File: src/logic/sfr_consts.svh
// Constants for the bank 1 special register map: offsets, masks, reset values
`ifndef SFR_CONSTS_SVH
`define SFR_CONSTS_SVH

// ----------------------------------------------------------------------------
// Register addresses, bank 1 view
// ----------------------------------------------------------------------------
`define SFR_ADR_INDIRECT    8'h80
`define SFR_ADR_OPTIONS     8'h81
`define SFR_ADR_PCL         8'h82
`define SFR_ADR_STATUS      8'h83
`define SFR_ADR_POINTER     8'h84
`define SFR_ADR_PORT_A_DIRECTION       8'h85
`define SFR_ADR_PORT_B_DIRECTION       8'h86
`define SFR_ADR_PORT_C_DIRECTION       8'h87
`define SFR_ADR_PORT_D_DIRECTION       8'h88
`define SFR_ADR_PORT_E_DIRECTION_SLAVE_FLAGS       8'h89
`define SFR_ADR_PCLATCH     8'h8a
`define SFR_ADR_INTCTL      8'h8b
`define SFR_ADR_PIE_ONE     8'h8c
`define SFR_ADR_PIE_TWO     8'h8d
`define SFR_ADR_PWRCAUSE    8'h8e
`define SFR_ADR_T2PERIOD    8'h92
`define SFR_ADR_SSPADR      8'h93
`define SFR_ADR_SSPSTATE    8'h94
`define SFR_ADR_TXCTL       8'h98
`define SFR_ADR_BAUD        8'h99
`define SFR_ADR_ANACFG      8'h9f

// ----------------------------------------------------------------------------
// Writable bit masks of the plain storage registers
// ----------------------------------------------------------------------------
`define SFR_WM_FULL         8'hff
`define SFR_WM_PORT_A_DIRECTION        8'h3f
`define SFR_WM_PORT_E_DIRECTION_SLAVE_FLAGS        8'h37
`define SFR_WM_PCLATCH      8'h1f
`define SFR_WM_PIE_TWO      8'h01
`define SFR_WM_TXCTL        8'hf5
`define SFR_WM_ANACFG       8'h07
`define SFR_WM_PWRCAUSE     8'h03
`define SFR_WM_NONE         8'h00

// ----------------------------------------------------------------------------
// Reset values
// ----------------------------------------------------------------------------
`define SFR_RST_ONES        8'hff
`define SFR_RST_ZERO        8'h00
`define SFR_RST_PORT_A_DIRECTION       8'h3f
`define SFR_RST_PORT_E_DIRECTION_SLAVE_FLAGS       8'h07
`define SFR_RST_TXCTL       8'h02
`define SFR_RST_STATUS_CTL  5'h03

// ----------------------------------------------------------------------------
// Status and flag field positions
// ----------------------------------------------------------------------------
`define SFR_ST_TIMEOUT      4
`define SFR_ST_POWERDOWN    3
`define SFR_PORT_E_DIRECTION_SLAVE_FLAGS_IBF       7
`define SFR_PORT_E_DIRECTION_SLAVE_FLAGS_OBF       6
`define SFR_TX_SHIFT_EMPTY  1
`define SFR_BANK_ONE        2'b01
`define SFR_BANK_ZERO       2'b00

`endif

File: src/logic/sfr_pkg.sv
// Types shared by the bank 1 special register map
package sfr_pkg;

  // Core data-memory access, direct file field plus strobes
  typedef struct packed {
    logic [6:0] addr;
    logic [7:0] wdata;
    logic       wr;
    logic       rd;
  } sfr_bus_req_t;

  // Cause of the reset that has just been released
  typedef struct packed {
    logic power_on;
    logic brown_out;
    logic watchdog;
    logic sleep;
  } sfr_cause_t;

  // Live state reported by peripherals into read-only bits, plus set pulses for the interrupt control flags
  typedef struct packed {
    logic       psp_in_full;
    logic       psp_out_full;
    logic       tx_shift_empty;
    logic [5:0] ssp_state;
    logic [2:0] int_flag_set;
  } sfr_periph_t;

  // Register contents steering the rest of the chip
  typedef struct packed {
    logic [7:0] options;
    logic [7:0] program_counter_low;
    logic [7:0] status;
    logic [7:0] pointer;
    logic [7:0] tris_a;
    logic [7:0] tris_b;
    logic [7:0] tris_c;
    logic [7:0] tris_d;
    logic [7:0] tris_e;
    logic [7:0] pc_latch;
    logic [7:0] int_ctl;
    logic [7:0] pie_one;
    logic [7:0] pie_two;
    logic [7:0] pwr_cause;
    logic [7:0] t2_period;
    logic [7:0] ssp_adr;
    logic [7:0] tx_ctl;
    logic [7:0] baud;
    logic [7:0] ana_cfg;
  } sfr_cfg_t;

endpackage

File: src/logic/sfr_bank1_map.sv
// Bank 1 special register map: decode, storage, reset values and indirect access
//
// How it works
// - Unimplemented locations and bits read zero
// - Indirect port uses pointer, holds no storage
// - Shared registers answer from both banks
// - Program counter low byte, cleared every reset
// - Five-bit upper counter latch, cleared every reset
// - Direction registers reset to all ones, except port E at 07
// - Status reset value depends on power-up
// - Master clear and watchdog use other column
// - Bank select 01 maps direct access to bank 1
//
// The strobed register port was left to the implementer.
`timescale 1ns/1ps
`include "sfr_consts.svh"

module sfr_bank1_map (
  input  wire logic                 clk,
  input  wire logic                 arst_n,
  input  wire sfr_pkg::sfr_bus_req_t bus,
  output logic [7:0]                rd_data,
  input  wire sfr_pkg::sfr_cause_t  cause,
  input  wire sfr_pkg::sfr_periph_t periph,
  output logic [8:0]                ext_addr,
  output logic [7:0]                ext_wdata,
  output logic                      ext_wr,
  output logic                      ext_rd,
  input  wire logic [7:0]           ext_rdata,
  output sfr_pkg::sfr_cfg_t         cfg
);

  // --------------------------------------------------------------------------
  // Storage limits per offset
  // --------------------------------------------------------------------------

  // Writable bits of each plain storage slot; zero means no storage
  function automatic logic [7:0] wmask(input logic [7:0] adr);
    unique case (adr)
      `SFR_ADR_OPTIONS, `SFR_ADR_PCL, `SFR_ADR_POINTER, `SFR_ADR_PORT_B_DIRECTION,
      `SFR_ADR_PORT_C_DIRECTION, `SFR_ADR_PORT_D_DIRECTION, `SFR_ADR_PIE_ONE, `SFR_ADR_T2PERIOD,
      `SFR_ADR_SSPADR, `SFR_ADR_BAUD: wmask = `SFR_WM_FULL;
      `SFR_ADR_PORT_A_DIRECTION:   wmask = `SFR_WM_PORT_A_DIRECTION;
      `SFR_ADR_PORT_E_DIRECTION_SLAVE_FLAGS:   wmask = `SFR_WM_PORT_E_DIRECTION_SLAVE_FLAGS;
      `SFR_ADR_PCLATCH: wmask = `SFR_WM_PCLATCH;
      `SFR_ADR_PIE_TWO: wmask = `SFR_WM_PIE_TWO;
      `SFR_ADR_TXCTL:   wmask = `SFR_WM_TXCTL;
      `SFR_ADR_ANACFG:  wmask = `SFR_WM_ANACFG;
      default:          wmask = `SFR_WM_NONE;
    endcase
  endfunction

  // Reset value of each plain storage slot, same for every reset
  function automatic logic [7:0] rstval(input logic [7:0] adr);
    unique case (adr)
      `SFR_ADR_OPTIONS, `SFR_ADR_PORT_B_DIRECTION, `SFR_ADR_PORT_C_DIRECTION, `SFR_ADR_PORT_D_DIRECTION,
      `SFR_ADR_T2PERIOD: rstval = `SFR_RST_ONES;
      `SFR_ADR_PORT_A_DIRECTION:    rstval = `SFR_RST_PORT_A_DIRECTION;
      `SFR_ADR_PORT_E_DIRECTION_SLAVE_FLAGS:    rstval = `SFR_RST_PORT_E_DIRECTION_SLAVE_FLAGS;
      `SFR_ADR_TXCTL:    rstval = `SFR_RST_TXCTL;
      default:           rstval = `SFR_RST_ZERO;
    endcase
  endfunction

  // Offsets whose copy also answers in bank 0
  function automatic logic mirrored(input logic [7:0] adr);
    mirrored = (adr == `SFR_ADR_INDIRECT) || (adr == `SFR_ADR_PCL) ||
               (adr == `SFR_ADR_STATUS) || (adr == `SFR_ADR_POINTER) ||
               (adr == `SFR_ADR_PCLATCH) || (adr == `SFR_ADR_INTCTL);
  endfunction

  // --------------------------------------------------------------------------
  // Address decode
  // --------------------------------------------------------------------------
  logic [7:0] slot [32];
  logic [4:0] status_ctl;   // Indirect bank, two bank bits, timeout, power-down
  logic [2:0] alu_flags;    // Zero, digit carry, carry: kept through resets
  logic [7:0] int_ctl;
  logic [1:0] pwr_bits;
  logic       rst_seen;
  logic [7:0] rd_q;
  logic       rd_ext_q;

  wire        is_indirect = (bus.addr == 7'h00);
  wire [8:0]  eff_addr    = is_indirect ? {status_ctl[4], slot[4]}
                                        : {status_ctl[3:2], bus.addr};
  wire [7:0]  loc_addr    = {1'b1, eff_addr[6:0]};
  wire [4:0]  loc_idx     = eff_addr[4:0];
  wire        in_bank1    = (eff_addr[8:7] == `SFR_BANK_ONE) &&
                            (eff_addr[6:5] == 2'b00);
  wire        in_bank0_mir = (eff_addr[8:7] == `SFR_BANK_ZERO) &&
                             mirrored(loc_addr);
  wire        ours        = in_bank1 || in_bank0_mir;
  // The indirect port pointing at itself has nothing behind it
  wire        self_ref    = ours && (loc_addr == `SFR_ADR_INDIRECT);
  wire        loc_wr      = bus.wr && ours && !self_ref;
  wire        hit_status  = loc_addr == `SFR_ADR_STATUS;
  wire        hit_intctl  = loc_addr == `SFR_ADR_INTCTL;
  wire        hit_pwr     = loc_addr == `SFR_ADR_PWRCAUSE;
  wire        first_col   = cause.power_on || cause.brown_out;

  // Everything outside this bank goes straight to data memory
  assign ext_addr  = eff_addr;
  assign ext_wdata = bus.wdata;
  assign ext_wr    = bus.wr && !ours;
  assign ext_rd    = bus.rd && !ours;

  // --------------------------------------------------------------------------
  // Plain storage slots
  // --------------------------------------------------------------------------

  // Only writable bits ever change; masked-out slots synthesise to constants
  for (genvar i = 0; i < 32; i++) begin : g_slot
    localparam logic [7:0] ADR = {3'b100, 5'(i)};
    localparam logic [7:0] WM  = wmask(ADR);
    always_ff @(posedge clk or negedge arst_n) begin
      if (!arst_n) begin
        slot[i] <= rstval(ADR) & WM;
      end else if (loc_wr && loc_idx == 5'(i)) begin
        slot[i] <= (slot[i] & ~WM) | (bus.wdata & WM);
      end
    end
  end

  // --------------------------------------------------------------------------
  // Status register
  // --------------------------------------------------------------------------

  // Bank bits and the two cause bits; the cause bits are fixed up on the
  // first edge after release since an async reset may only load constants
  always_ff @(posedge clk or negedge arst_n) begin
    if (!arst_n) begin
      status_ctl <= `SFR_RST_STATUS_CTL;
    end else if (!rst_seen && !first_col) begin
      status_ctl[1] <= !cause.watchdog;
      status_ctl[0] <= !cause.sleep;
    end else if (loc_wr && hit_status) begin
      status_ctl[4:2] <= bus.wdata[7:5];
    end
  end

  // Arithmetic flags have no reset so that they survive a non-power reset
  always_ff @(posedge clk) begin
    if (loc_wr && hit_status) begin
      alu_flags <= bus.wdata[2:0];
    end
  end

  // One-shot marker of the first edge after reset release
  always_ff @(posedge clk or negedge arst_n) begin
    if (!arst_n) begin
      rst_seen <= 1'b0;
    end else begin
      rst_seen <= 1'b1;
    end
  end

  // --------------------------------------------------------------------------
  // Interrupt control and reset cause bits
  // --------------------------------------------------------------------------

  // A flag raised in the cycle software clears it stays set
  always_ff @(posedge clk or negedge arst_n) begin
    if (!arst_n) begin
      int_ctl <= `SFR_RST_ZERO;
    end else if (loc_wr && hit_intctl) begin
      int_ctl <= bus.wdata | {5'h00, periph.int_flag_set};
    end else begin
      int_ctl <= int_ctl | {5'h00, periph.int_flag_set};
    end
  end

  // Power and brown-out markers keep their value over other resets
  always_ff @(posedge clk) begin
    if (!rst_seen && first_col) begin
      pwr_bits <= {!cause.power_on, !cause.brown_out};
    end else if (loc_wr && hit_pwr) begin
      pwr_bits <= bus.wdata[1:0];
    end
  end

  // --------------------------------------------------------------------------
  // Read path
  // --------------------------------------------------------------------------
  wire [7:0] status_rd = {status_ctl, alu_flags};
  wire [7:0] port_e_direction_slave_flags_rd  = slot[9] | {periph.psp_in_full, periph.psp_out_full, 6'h00};
  wire [7:0] txctl_rd  = (slot[24] & `SFR_WM_TXCTL) |
                         {6'h00, periph.tx_shift_empty, 1'b0};
  wire [7:0] sspst_rd  = {2'b00, periph.ssp_state};
  wire [7:0] pwr_rd    = {6'h00, pwr_bits};
  wire [7:0] slot_rd   = slot[loc_idx];
  wire [7:0] loc_rd    = self_ref               ? 8'h00 :
                         (loc_addr == `SFR_ADR_STATUS)   ? status_rd :
                         (loc_addr == `SFR_ADR_INTCTL)   ? int_ctl :
                         (loc_addr == `SFR_ADR_PWRCAUSE) ? pwr_rd :
                         (loc_addr == `SFR_ADR_PORT_E_DIRECTION_SLAVE_FLAGS)    ? port_e_direction_slave_flags_rd :
                         (loc_addr == `SFR_ADR_TXCTL)    ? txctl_rd :
                         (loc_addr == `SFR_ADR_SSPSTATE) ? sspst_rd :
                         slot_rd;

  // Read data stand in the cycle after the strobe only
  always_ff @(posedge clk or negedge arst_n) begin
    if (!arst_n) begin
      rd_q     <= 8'h00;
      rd_ext_q <= 1'b0;
    end else begin
      rd_q     <= (bus.rd && ours) ? loc_rd : 8'h00;
      rd_ext_q <= bus.rd && !ours;
    end
  end

  assign rd_data = rd_ext_q ? ext_rdata : rd_q;

  // --------------------------------------------------------------------------
  // Register contents out to the chip
  // --------------------------------------------------------------------------
  assign cfg.options   = slot[1];
  assign cfg.program_counter_low       = slot[2];
  assign cfg.status    = status_rd;
  assign cfg.pointer   = slot[4];
  assign cfg.tris_a    = slot[5];
  assign cfg.tris_b    = slot[6];
  assign cfg.tris_c    = slot[7];
  assign cfg.tris_d    = slot[8];
  assign cfg.tris_e    = port_e_direction_slave_flags_rd;
  assign cfg.pc_latch  = slot[10];
  assign cfg.int_ctl   = int_ctl;
  assign cfg.pie_one   = slot[12];
  assign cfg.pie_two   = slot[13];
  assign cfg.pwr_cause = pwr_rd;
  assign cfg.t2_period = slot[18];
  assign cfg.ssp_adr   = slot[19];
  assign cfg.tx_ctl    = txctl_rd;
  assign cfg.baud      = slot[25];
  assign cfg.ana_cfg   = slot[31];

  // --------------------------------------------------------------------------
  // Assertions
  // --------------------------------------------------------------------------
  wire unimpl_loc = in_bank1 && (wmask(loc_addr) == 8'h00) && !self_ref &&
                    !hit_status && !hit_intctl && !hit_pwr &&
                    (loc_addr != `SFR_ADR_SSPSTATE);

  // Software-held state only; live peripheral bits may move during a hole write
  wire [148:0] held_view = {slot[1], slot[2], slot[4], slot[5], slot[6], slot[7],
                            slot[8], slot[9], slot[10], slot[12], slot[13], slot[18],
                            slot[19], slot[24], slot[25], slot[31], status_rd, pwr_rd,
                            int_ctl[7:3]};

  property p_unimpl_read;
    @(posedge clk) disable iff (!arst_n)
    (bus.rd && unimpl_loc) |=> (rd_data == 8'h00);
  endproperty
  a_unimpl_read: assert property (p_unimpl_read)
    else $error("unimplemented read not zero");

  property p_indirect_route;
    @(posedge clk) disable iff (!arst_n)
    (bus.rd && is_indirect) |-> (ext_rd == !ours) && (ext_addr == {status_ctl[4], slot[4]});
  endproperty
  a_indirect_route: assert property (p_indirect_route)
    else $error("indirect address wrong");

  property p_mirror_pcl;
    @(posedge clk) disable iff (!arst_n)
    (bus.wr && bus.addr == 7'h02 && status_ctl[3:2] == `SFR_BANK_ZERO)
      |=> (cfg.program_counter_low == $past(bus.wdata));
  endproperty
  a_mirror_pcl: assert property (p_mirror_pcl)
    else $error("bank 0 alias missed pcl");

  property p_pcl_reset;
    @(posedge clk) disable iff (!arst_n)
    !rst_seen |-> (cfg.program_counter_low == 8'h00) && (cfg.pc_latch == 8'h00);
  endproperty
  a_pcl_reset: assert property (p_pcl_reset)
    else $error("counter bytes not cleared");

  property p_latch_width;
    @(posedge clk) disable iff (!arst_n)
    (loc_wr && loc_addr == `SFR_ADR_PCLATCH)
      |=> (cfg.pc_latch == ($past(bus.wdata) & `SFR_WM_PCLATCH));
  endproperty
  a_latch_width: assert property (p_latch_width)
    else $error("latch not five bits");

  property p_dir_reset;
    @(posedge clk) disable iff (!arst_n)
    !rst_seen |-> (cfg.tris_a == `SFR_RST_PORT_A_DIRECTION) && (cfg.tris_b == `SFR_RST_ONES) &&
                  (cfg.tris_c == `SFR_RST_ONES) && (cfg.tris_d == `SFR_RST_ONES);
  endproperty
  a_dir_reset: assert property (p_dir_reset)
    else $error("direction reset wrong");

  property p_status_por;
    @(posedge clk) disable iff (!arst_n)
    (!rst_seen && first_col && !(loc_wr && hit_status)) |=> (cfg.status[7:3] == 5'b00011);
  endproperty
  a_status_por: assert property (p_status_por)
    else $error("power-up status wrong");

  property p_status_other;
    @(posedge clk) disable iff (!arst_n)
    (!rst_seen && !first_col) |=>
      (cfg.status[`SFR_ST_TIMEOUT] == !$past(cause.watchdog)) &&
      (cfg.status[`SFR_ST_POWERDOWN] == !$past(cause.sleep));
  endproperty
  a_status_other: assert property (p_status_other)
    else $error("other reset status wrong");

  property p_bank_one;
    @(posedge clk) disable iff (!arst_n)
    (bus.wr && bus.addr == 7'h05 && status_ctl[3:2] == `SFR_BANK_ONE)
      |=> (cfg.tris_a == ($past(bus.wdata) & `SFR_WM_PORT_A_DIRECTION)) && !$past(ext_wr);
  endproperty
  a_bank_one: assert property (p_bank_one)
    else $error("bank 1 write not decoded");

  property p_unimpl_write;
    @(posedge clk) disable iff (!arst_n)
    (bus.wr && unimpl_loc && rst_seen) |=> $stable(held_view);
  endproperty
  a_unimpl_write: assert property (p_unimpl_write)
    else $error("unimplemented write changed state");

  property p_self_write;
    @(posedge clk) disable iff (!arst_n)
    (bus.wr && self_ref && rst_seen) |-> !ext_wr ##1 $stable(held_view);
  endproperty
  a_self_write: assert property (p_self_write)
    else $error("self-pointing write not dropped");

  property p_intctl_mirror;
    @(posedge clk) disable iff (!arst_n)
    (bus.wr && bus.addr == 7'h0b && status_ctl[3:2] == `SFR_BANK_ZERO)
      |=> (cfg.int_ctl == ($past(bus.wdata) | {5'h00, $past(periph.int_flag_set)}));
  endproperty
  a_intctl_mirror: assert property (p_intctl_mirror)
    else $error("bank 0 alias missed interrupt control");

  property p_dir_e_reset;
    @(posedge clk) disable iff (!arst_n)
    !rst_seen |-> (cfg.tris_e[5:0] == 6'h07);
  endproperty
  a_dir_e_reset: assert property (p_dir_e_reset)
    else $error("port e direction reset wrong");

  property p_status_locked;
    @(posedge clk) disable iff (!arst_n)
    (loc_wr && hit_status && rst_seen) |=> (cfg.status[4:3] == $past(cfg.status[4:3]));
  endproperty
  a_status_locked: assert property (p_status_locked)
    else $error("status cause bits written");

  property p_upper_half;
    @(posedge clk) disable iff (!arst_n)
    (bus.rd && !is_indirect && status_ctl[3:2] == `SFR_BANK_ONE && bus.addr[6:5] != 2'b00)
      |-> ext_rd && (ext_addr == {`SFR_BANK_ONE, bus.addr});
  endproperty
  a_upper_half: assert property (p_upper_half)
    else $error("upper bank 1 half not sent out");

  c_indirect_ext: cover property (@(posedge clk) disable iff (!arst_n)
    bus.rd && is_indirect && !ours);
  c_status_write: cover property (@(posedge clk) disable iff (!arst_n)
    loc_wr && hit_status);
  c_flag_race: cover property (@(posedge clk) disable iff (!arst_n)
    loc_wr && hit_intctl && periph.int_flag_set != 3'h0);
  c_other_reset: cover property (@(posedge clk) disable iff (!arst_n)
    !rst_seen && cause.watchdog && !first_col);
  c_upper_half: cover property (@(posedge clk) disable iff (!arst_n)
    bus.rd && ext_rd && status_ctl[3:2] == `SFR_BANK_ONE);

endmodule

File: config.mk
export PLATFORM = sky130hd
export DESIGN_NAME = sfr_bank1_map
export DESIGN_NICKNAME = d
export VERILOG_FILES = /design/src/logic/sfr_pkg.sv /design/src/logic/sfr_bank1_map.sv
export VERILOG_INCLUDE_DIRS = /design/src /design/src/logic
export SDC_FILE = /design/constraint.sdc
export NUM_CORES = 1
export LEC_CHECK = 0
export BUFFER_PORTS_ARGS = -buffer_cell sky130_fd_sc_hd__clkbuf_2
export CORE_MARGIN = 5
export CORE_UTILIZATION = 52
export DETAILED_ROUTE_END_ITERATION = 7
export PLACE_DENSITY = 0.91
export SYNTH_ARGS = -nofsm -noshare
export SYNTH_HDL_FRONTEND = slang
export SYNTH_SLANG_ARGS = --single-unit
File: constraint.sdc
create_clock -name clk -period 2.7 [get_ports clk]
set_input_delay 0.27 -clock clk [delete_from_list [all_inputs] [get_ports clk]]
set_output_delay 0.27 -clock clk [all_outputs]
set_load 0.03 [all_outputs]
==> results.cfg, run 1 <==
[run_status]
status = complete, no violations

[floorplan]
coreArea_um2 = 13900
num_rows = 43
fp.dieW_um = 129
fp.dieH_um = 129
pin_count = 222
start_util_pct = 52.9
die_area_um2 = 16600

[synthesis]
ys_top_cells_by_area = dfrtp_1 27%, mux2_2 20%, dfstp_2 18%, buf_4 3.6%, nand2_1 2.2%
yosys-top-cells-count = 129 x mux2_2, 78 x dfrtp_1, 51 x dfstp_2
synthFlopType = dfrtp_1
yosys.area.top_type_share_pct = 26.6
synthArstFlopShare_pct = 96.3
ys_warn_count = 0
yosysUniqueCellTypes = 71
syn-cell-area_um2 = 7350
synth_top_area_cell = dfrtp_1
synthCells = 648
ys_ff_latch = 134
synth.yosys.seq_area_share_pct = 46.8
synth.most_common_cell = mux2_2
synth-edff-count = 5
syn_area_per_cell_um2 = 11.3

[clocking]
cts_tree = yes
htree_levels = 4
insertion_delay_ns = 0.43
cts-root-buf = clkbuf_16
clk_path_buf_depth = 2
clkSlewWorstSetupHoldPaths_ns = 0.06
cts.sink_count = 134
cts_buffers = 17

[detailed_routing]
wirelength_mm = 26.5
drc_errors = 0
routed_via_density = 6.31
wl_per_cell_um = 24.7
num_vias = 6782
first_pass_iters = 6
drt-initial-drc-count = 802
final_antenna_net_count = 0

[placement]
place.gp.congestion = 1.00
port_buffers = 196
dp_hpwl_mm = 19.4
pre_cts_ws_ns = -0.347
dp_cells = 1039

[final_layout]
diodes = 0
drive_gt1_share_pct = 56.8
final_cells = 1075
final_util_pct = 67.9
nets = 925
nFillCells = 1014
area_delta_synth_final_pct = 28.2

[global_routing]
grt_max_degree = 89
grt_use_total_pct = 32.2
grt_pass1_vias = 6916
grt_pass1_wl_mm = 40.5
grt-ovfl-total = 0
antenna_found_initial = 0

[sta]
timing.slew.headroom_pct = 58.1
worst_slew_pin_slew_ns = 0.624
setup_ws_ns = 0.0359
fin_crit_ns = 2.66
rsz0062_at_grt = yes
setup_viol = 0
clock_skew_ns = 0.0123
drv_slew = 0
fin_crit_sh_pct = 98.7
clock.fmax_mhz = 375
hold_violations = 0

[pwr]
power_leakage_nw = 4.60
p_total_mw = 5.17
p_per_area_nw_per_um2 = 549
ir_drop_uv = 497

[worst_setup_path]
reg2reg_depth = 9
regToRegSetupSlack_ns = 0.04
startpoint = cfg[123]$_DFFE_PN0P_
critPathRequiredTime_ns = 3.00
r2r-end = cfg[125]$_DFFE_PN0P_
worst_setup_path_start_kind = flop
cp_max_fo = 11
crit_type = flop to flop
cp-endpoint = cfg[125]$_DFFE_PN0P_
end_kind = flop
r2r-start = cfg[123]$_DFFE_PN0P_
arrival_ns = 2.97

[min_path]
hold_path_class = primary input to flop

[run]
maxCapViolCount = 0
power breakdown:
group | switching, mW | internal, mW
Sequential | 0.0501 | 2.08
Clock | 0.849 | 1.49
Combinational | 0.492 | 0.212
final cells by class:
type	count	area (um2)	share of cell area, %
inverters	7	27.5	0.292
clock buffers	22	464	4.93
repair buffers	270	1580	16.8
multi-input cells	452	3550	37.7
clock inverters	10	128	1.35
well taps	180	225	2.39
flip-flops and latches	134	3440	36.5
cells by family after synthesis:
kind of cell | synth area share [%]
buffers and inverters | 6.69
AO/OA/AOI/OAI | 12.8
other | 0.102
multiplexers | 21.3
AND/OR/NAND/NOR | 12.3
flip-flops | 46.8
repair_timing:
item | 4_1_cts | 5_1_grt
hold endpoints to repair | 16 | 0
setup endpoints to repair | 3 | 10
resized for setup | 2 | 6
pin swaps | 0 | 1
setup buffers | 0 | 1
hold buffers | 3 | 0
worst min-delay path by stage:
stage	start	to	slack, ns	cells past startpoint
final	periph[2]	int_ctl[2]$_DFF_PN0_	0.03	2
after global routing	periph[2]	int_ctl[2]$_DFF_PN0_	0.04	2
after CTS	periph[2]	int_ctl[2]$_DFF_PN0_	0.02	2
after global placement	arst_n	cfg[124]$_DFFE_PN0P_	0.15	1
after detailed placement	arst_n	cfg[121]$_DFFE_PN0P_	0.16	1
after floorplan	arst_n	cfg[0]$_DFFE_PN0P_	-0.03	0
stage by stage:
| step | cell area (um2) | hold WS, ns | TNS (ns) |
|---|---|---|---|
| final | 9420 | 0.0266 | 0 |
| after global routing | 9420 | 0.0385 | -0.370 |
| after CTS | 9390 | 0.0179 | 0 |
| after detailed placement | 8760 | 0.155 | -5.88 |
| after global placement | 8760 | 0.147 | -2.37 |
| after floorplan | 7440 | -0.0256 | 0 |
cell usage in the layout, fill, tap and decap left out, types with 6 or more instances in the layout:
| cell type | synthesis | final |
|---|---|---|
| a211o_1 | 6 | 6 |
| a21oi_1 | 26 | 25 |
| nor2b_1 | 8 | 7 |
| and3_1 | 9 | 9 |
| nor3_1 | 6 | 6 |
| nand4_1 | 11 | 11 |
| a22oi_1 | 8 | 8 |
| nor4_1 | 6 | 6 |
| dfrtp_1 | 78 | 78 |
| buf_4 | 35 | 69 |
| nand3_1 | 10 | 10 |
| a211oi_1 | 6 | 6 |
| conb_1 | 2 | 26 |
| mux2_2 | 129 | 129 |
| nor2_1 | 24 | 22 |
| dfstp_2 | 51 | 51 |
| a221o_1 | 6 | 6 |
| mux2i_1 | 11 | 11 |
| clkbuf_2 | 0 | 195 |
| a31oi_1 | 8 | 8 |
| o21ai_0 | 15 | 15 |
| nand2_1 | 44 | 44 |
| a221oi_1 | 7 | 6 |
| clkbuf_16 | 0 | 17 |
| clkinv_2 | 0 | 7 |
per-layer routing:
layer / share of wire (%) / up-vias / track usage [%] / wire, um
met5: 0 / - / 0 / 0
met4: 5.1 / 0 / 15.8 / 1340
met3: 12 / 135 / 8.92 / 3110
met2: 46 / 546 / 49.8 / 12200
met1: 37 / 3242 / 41.8 / 9920
li1: - / 2859 / - / -
registers in the layout, indices dropped and copies added, names as in the netlist:
| register | cells |
|---|---|
| status_ctl | 5 |
| pwr_bits | 2 |
| alu_flags | 3 |
| int_ctl | 8 |
| cfg | 95 |
| rd_ext_q | 1 |
| rst_seen | 1 |
| held_view | 11 |
| rd_q | 8 |
worst max-delay path: stages, from the launching register on:
cell	delay (ns)
dfrtp_1	0.47
nor2b_1	0.20
a31oi_2	0.29
clkinv_2	0.11
o22ai_1	0.23
a21oi_4	0.12
nor3_4	0.27
buf_12	0.19
nand4_2	0.28
mux2_2	0.38
Power figures use the tool's default switching activity.
==> run 2: changes to the inputs <==
--- a/config.mk
+++ b/config.mk
@@ -6,11 +6,11 @@
 export SDC_FILE = /design/constraint.sdc
 export NUM_CORES = 1
 export LEC_CHECK = 0
-export BUFFER_PORTS_ARGS = -buffer_cell sky130_fd_sc_hd__clkbuf_2
 export CORE_MARGIN = 5
-export CORE_UTILIZATION = 52
+export CORE_UTILIZATION = 63
 export DETAILED_ROUTE_END_ITERATION = 7
-export PLACE_DENSITY = 0.91
+export DONT_BUFFER_PORTS = 1
+export PLACE_DENSITY = 0.89
 export SYNTH_ARGS = -nofsm -noshare
 export SYNTH_HDL_FRONTEND = slang
 export SYNTH_SLANG_ARGS = --single-unit
==> results.cfg, run 2 (same netlist as run 1, synthesis figures left out) <==
[sta]
holdWs_ns = -0.467
fin_crit_sh_pct = 97.6
fin_crit_ns = 2.64
setup_ws_ns = 0.0641
worst_slew_pin_slew_ns = 1.03
rsz0062_at_grt = no
drv_slew = 0
setup_viol = 0
timing.slew.headroom_pct = 31.0
clock_skew_ns = 0.0102
hold_violations = 129
finalSetupTns_ns = 0
clock.fmax_mhz = 379

[clocking]
cts-root-buf = clkbuf_16
cts_tree = yes
cts_setup_buffers = 0
clkSlewWorstSetupHoldPaths_ns = 0.06
holdBufCountCts = 15
htree_levels = 4
cts_buffers = 17
insertion_delay_ns = 0.44
cts.sink_count = 134
clk_path_buf_depth = 2

[global_routing]
grt_max_degree = 130
grt_pass1_wl_mm = 40.8
grt-ovfl-total = 0
grt_use_total_pct = 38.5
grt_pass1_vias = 6304
antenna_found_initial = 1

[pwr]
ir_drop_uv = 584
p_per_area_nw_per_um2 = 586
p_total_mw = 5.04
power_leakage_nw = 3.81

[final_layout]
final_common_cell = mux2_2
multiInputGateArea_um2 = 3540
finalInstanceArea_um2 = 8600
nets = 754
drive_gt1_share_pct = 44.9
layout_common_cells = 129 x mux2_2, 81 x buf_4, 78 x dfrtp_1, 51 x dfstp_2, 44 x nand2_1
nFillCells = 715
final_util_pct = 75.3
largest_register_ffs = 95
final_cells = 870
area_delta_synth_final_pct = 17.0
regArea_um2 = 3440

[floorplan]
pin_count = 222
fp.dieH_um = 118
fp.dieW_um = 118
start_util_pct = 64.4
num_rows = 39
coreArea_um2 = 11400
die_area_um2 = 13900

[run]
maxCapViolCount = 0

[worst_setup_path]
r2r-start = cfg[121]$_DFFE_PN0P_
crit_type = flop to flop
startpoint = cfg[121]$_DFFE_PN0P_
critPathRequiredTime_ns = 3.06
cp_max_fo = 6
worst_setup_path_start_kind = flop
arrival_ns = 2.99
regToRegSetupSlack_ns = 0.06
end_kind = flop

[run_status]
status = finished, violations left
failed_checks = negative hold slack

[detailed_routing]
wl_per_cell_um = 31.1
drc_errors = 0
first_pass_iters = 8
drt-initial-drc-count = 890
num_vias = 6316
wirelength_mm = 27.0
final_antenna_net_count = 0
routed_via_density = 7.26

[placement]
pre_cts_ws_ns = -0.0300
dp_cells = 820
place.gp.congestion = 0.995
postPlaceCellArea_um2 = 7840
dp_hpwl_mm = 18.7
port_buffers = 0

[min_path]
hold_path_class = primary input to asynchronous set/reset pin
==> run 2: cell types whose count changed in the layout (fill, tap and decap cells not counted), sizes merged <==
cell	change
buf	+12
clkinvlp	+3
dlygate4sd3	+12
clkbuf	-199
diode	+3
bufinv	-1
clkinv	-1
inv	+3
==> run 2: final timing paths <==
check | to | cells after the start
max | rd_q[3]$_DFF_PN0_ | 10
min | cfg[141]$_DFFE_PN0P_ | 0
max reg2reg | rd_q[3]$_DFF_PN0_ | 10
min reg2reg | status_ctl[1]$_DFFE_PN1P_ | 2
max in group asynchronous | status_ctl[1]$_DFFE_PN1P_ | 0
min in group clk | cfg[97]$_DFFE_PN1P_ | 1
==> run 2: timing repair <==
| action | in CTS | in global routing |
|---|---|---|
| endpoints found under the hold margin | 245 | 129 |
| pin swaps | 0 | 0 |
| endpoints found under the setup margin | 2 | 2 |
| resized for setup | 2 | 1 |
| cloned | 0 | 0 |
==> run 2: final cells by class <==
| class | instances | share of cell area [%] |
|---|---|---|
| multi-input combinational | 452 | 41.1 |
| tap | 143 | 2.08 |
| clock buffer | 18 | 5.11 |
| inverter | 7 | 0.320 |
| sequential | 134 | 40.0 |
| timing repair buffer | 99 | 9.52 |
| clock inverter | 14 | 1.73 |
| antenna | 3 | 0.0873 |
==> run 2: where the power goes <==
| group | switching (mW) | total, mW | internal [mW] |
|---|---|---|---|
| clock | 0.962 | 2.35 | 1.39 |
| sequential | 0.132 | 2.21 | 2.08 |
| combinational | 0.315 | 0.474 | 0.159 |
| total | 1.41 | 5.04 | 3.63 |
==> run 2: worst max-delay path, cell delays in order, from the launching register on <==
cell and delay (ns):
dfrtp_1 0.42, nor2b_1 0.18, a31oi_2 0.29, buf_4 0.19
inv_1 0.07, mux2_2 0.24, a21oi_1 0.08, a2111oi_0 0.61
buf_4 0.23, a221oi_1 0.10, o22ai_1 0.16
==> run 2: routing by layer <==
metal  GRT usage (%)  vias to the layer above  wire length, um
li1                -                     2504                -
met1            46.9                     3153             9380
met2            59.1                      539            12600
met3            15.0                      120             3660
met4            20.2                        0             1400
met5               0                        -                0
==> run 3: changes to the inputs <==
--- a/config.mk
+++ b/config.mk
@@ -11,6 +11,7 @@
 export DETAILED_ROUTE_END_ITERATION = 7
 export DONT_BUFFER_PORTS = 1
 export PLACE_DENSITY = 0.89
+export SETUP_SLACK_MARGIN = 0.2
 export SYNTH_ARGS = -nofsm -noshare
 export SYNTH_HDL_FRONTEND = slang
 export SYNTH_SLANG_ARGS = --single-unit
==> results.cfg, run 3 (same netlist as run 1, synthesis figures left out) <==
[clocking]
htree_levels = 4
cts.sink_count = 134
clk_path_buf_depth = 2
insertion_delay_ns = 0.43
clkSlewWorstSetupHoldPaths_ns = 0.06
cts_buffers = 17
cts_tree = yes
cts-root-buf = clkbuf_16

[floorplan]
coreArea_um2 = 11400
num_rows = 39
fp.dieH_um = 118
fp.dieW_um = 118
start_util_pct = 64.4
pin_count = 222
die_area_um2 = 13900

[detailed_routing]
drt-initial-drc-count = 930
routed_via_density = 7.51
final_antenna_net_count = 0
wl_met1_mm = 9.21
num_vias = 6408
routed-wl-met2_mm = 12.3
wl_per_cell_um = 32.2
drc_errors = 0
wirelength_mm = 27.5
first_pass_iters = 6
highest_layer = met4
wl_met3_mm = 3.99

[sta]
hold_violations = 129
fin_crit_sh_pct = 93.6
fin_crit_ns = 2.53
drv_slew = 0
setup_viol = 0
clock.fmax_mhz = 396
holdWs_ns = -0.461
rsz0062_at_grt = yes
timing.slew.headroom_pct = 50.3
worst_slew_pin_slew_ns = 0.744
clock_skew_ns = 0.00925

[global_routing]
grt_pass1_wl_mm = 40.4
grt_pass1_vias = 6235
antenna_found_initial = 0
grt_use_total_pct = 38.2
grt_max_degree = 130
grt-ovfl-total = 0

[worst_setup_path]
arrival_ns = 2.84
r2r-start = cfg[120]$_DFFE_PN0P_
reg2reg_depth = 8
cp_max_fo = 10
end_kind = flop
critPathRequiredTime_ns = 3.01
regToRegSetupSlack_ns = 0.17
cp_slowest_cell = dfrtp_2
r2r-end = rd_q[4]$_DFF_PN0_
crit_type = flop to flop
crit_path_max_incr_delay_ns = 0.47
worst_setup_path_start_kind = flop
cp_cell_sequence = a31oi_2, buf_4, mux2_2, a221oi_1, a211oi_1, buf_4, nor3_1, nor3_1

[final_layout]
nFillCells = 696
largest_register_ffs = 95
area_delta_synth_final_pct = 18.8
nets = 740
diodes = 0
final_common_cell = mux2_2
final_cells = 853
drive_gt1_share_pct = 45.6
layout_common_cells = 126 x mux2_2, 75 x dfrtp_1, 59 x buf_4, 51 x dfstp_2, 43 x nand2_1

[min_path]
hold_path_class = primary input to asynchronous set/reset pin

[placement]
place.gp.congestion = 0.972
port_buffers = 0
dp_hpwl_mm = 18.2
dp_cells = 788

[run_status]
failed_checks = negative hold slack
status = finished, violations left

[pwr]
ir_drop_uv = 570
p_total_mw = 5.19
p_per_area_nw_per_um2 = 594
power_leakage_nw = 3.79

[run]
maxCapViolCount = 0
run 3: cell type report:
| cell class | instances | area, um2 | share of cell area (%) |
|---|---|---|---|
| multi-input combinational | 452 | 3700 | 42.4 |
| sequential | 134 | 3450 | 39.5 |
| timing repair buffer | 85 | 739 | 8.47 |
| clock buffer | 20 | 457 | 5.23 |
| tap | 143 | 179 | 2.05 |
| clock inverter | 12 | 176 | 2.02 |
| inverter | 7 | 31.3 | 0.358 |
run 3: worst max path at each step:
stage / startpoint / to / depth (start not counted)
after floorplan: bus[14] / rd_q[3]$_DFF_PN0_ / 10
after global placement: bus[11] / rd_q[3]$_DFF_PN0_ / 9
after detailed placement: bus[11] / rd_q[3]$_DFF_PN0_ / 9
after CTS: cfg[123]$_DFFE_PN0P_ / cfg[100]$_DFFE_PN1P_ / 9
after global routing: cfg[123]$_DFFE_PN0P_ / cfg[100]$_DFFE_PN1P_ / 10
final: cfg[120]$_DFFE_PN0P_ / rd_q[4]$_DFF_PN0_ / 8
run 3: critical path: cells and delay by family, from the launching register on:
| kind | cells | cell delay [ns] |
|---|---|---|
| compound gates | 3 | 0.80 |
| flops | 1 | 0.47 |
| buf+inv | 2 | 0.44 |
| mux | 1 | 0.36 |
| simple gates | 2 | 0.33 |
run 3: routing by layer:
metal / vias up / global-route usage [%]
met3: 164 / 14.7
met4: 0 / 22.4
met5: - / 0
met1: 3142 / 46.0
li1: 2481 / -
met2: 621 / 58.1
run 3: report_power, final:
group / internal, mW / switching, mW / total (mW)
clock network: 1.59 / 0.895 / 2.49
logic: 0.164 / 0.319 / 0.483
registers: 2.08 / 0.134 / 2.22
run 3: timing repair:
| action | in CTS | in global routing |
|---|---|---|
| gates resized for setup | 7 | 24 |
| hold buffers | 18 | 3 |
| gates cloned | 0 | 0 |
| setup endpoints to repair | 48 | 74 |
| hold endpoints to repair | 203 | 133 |
| buffers inserted | 2 | 10 |
| pin swaps | 3 | 7 |
run 3: per-stage QoR:
stage,setup slack [ns],hold WS (ns),TNS [ns],cell area [um2],utilization [%]
floorplan,0.153,-0.0256,0,7540,-
global placement,-0.0895,-0.0203,-0.0895,7640,66.9
detailed placement,0.0193,-0.0190,0,7640,66.9
CTS,0.180,-0.465,0,8500,74.4
global route,0.125,-0.468,0,8730,76.5
finish,0.173,-0.461,0,8730,76.5
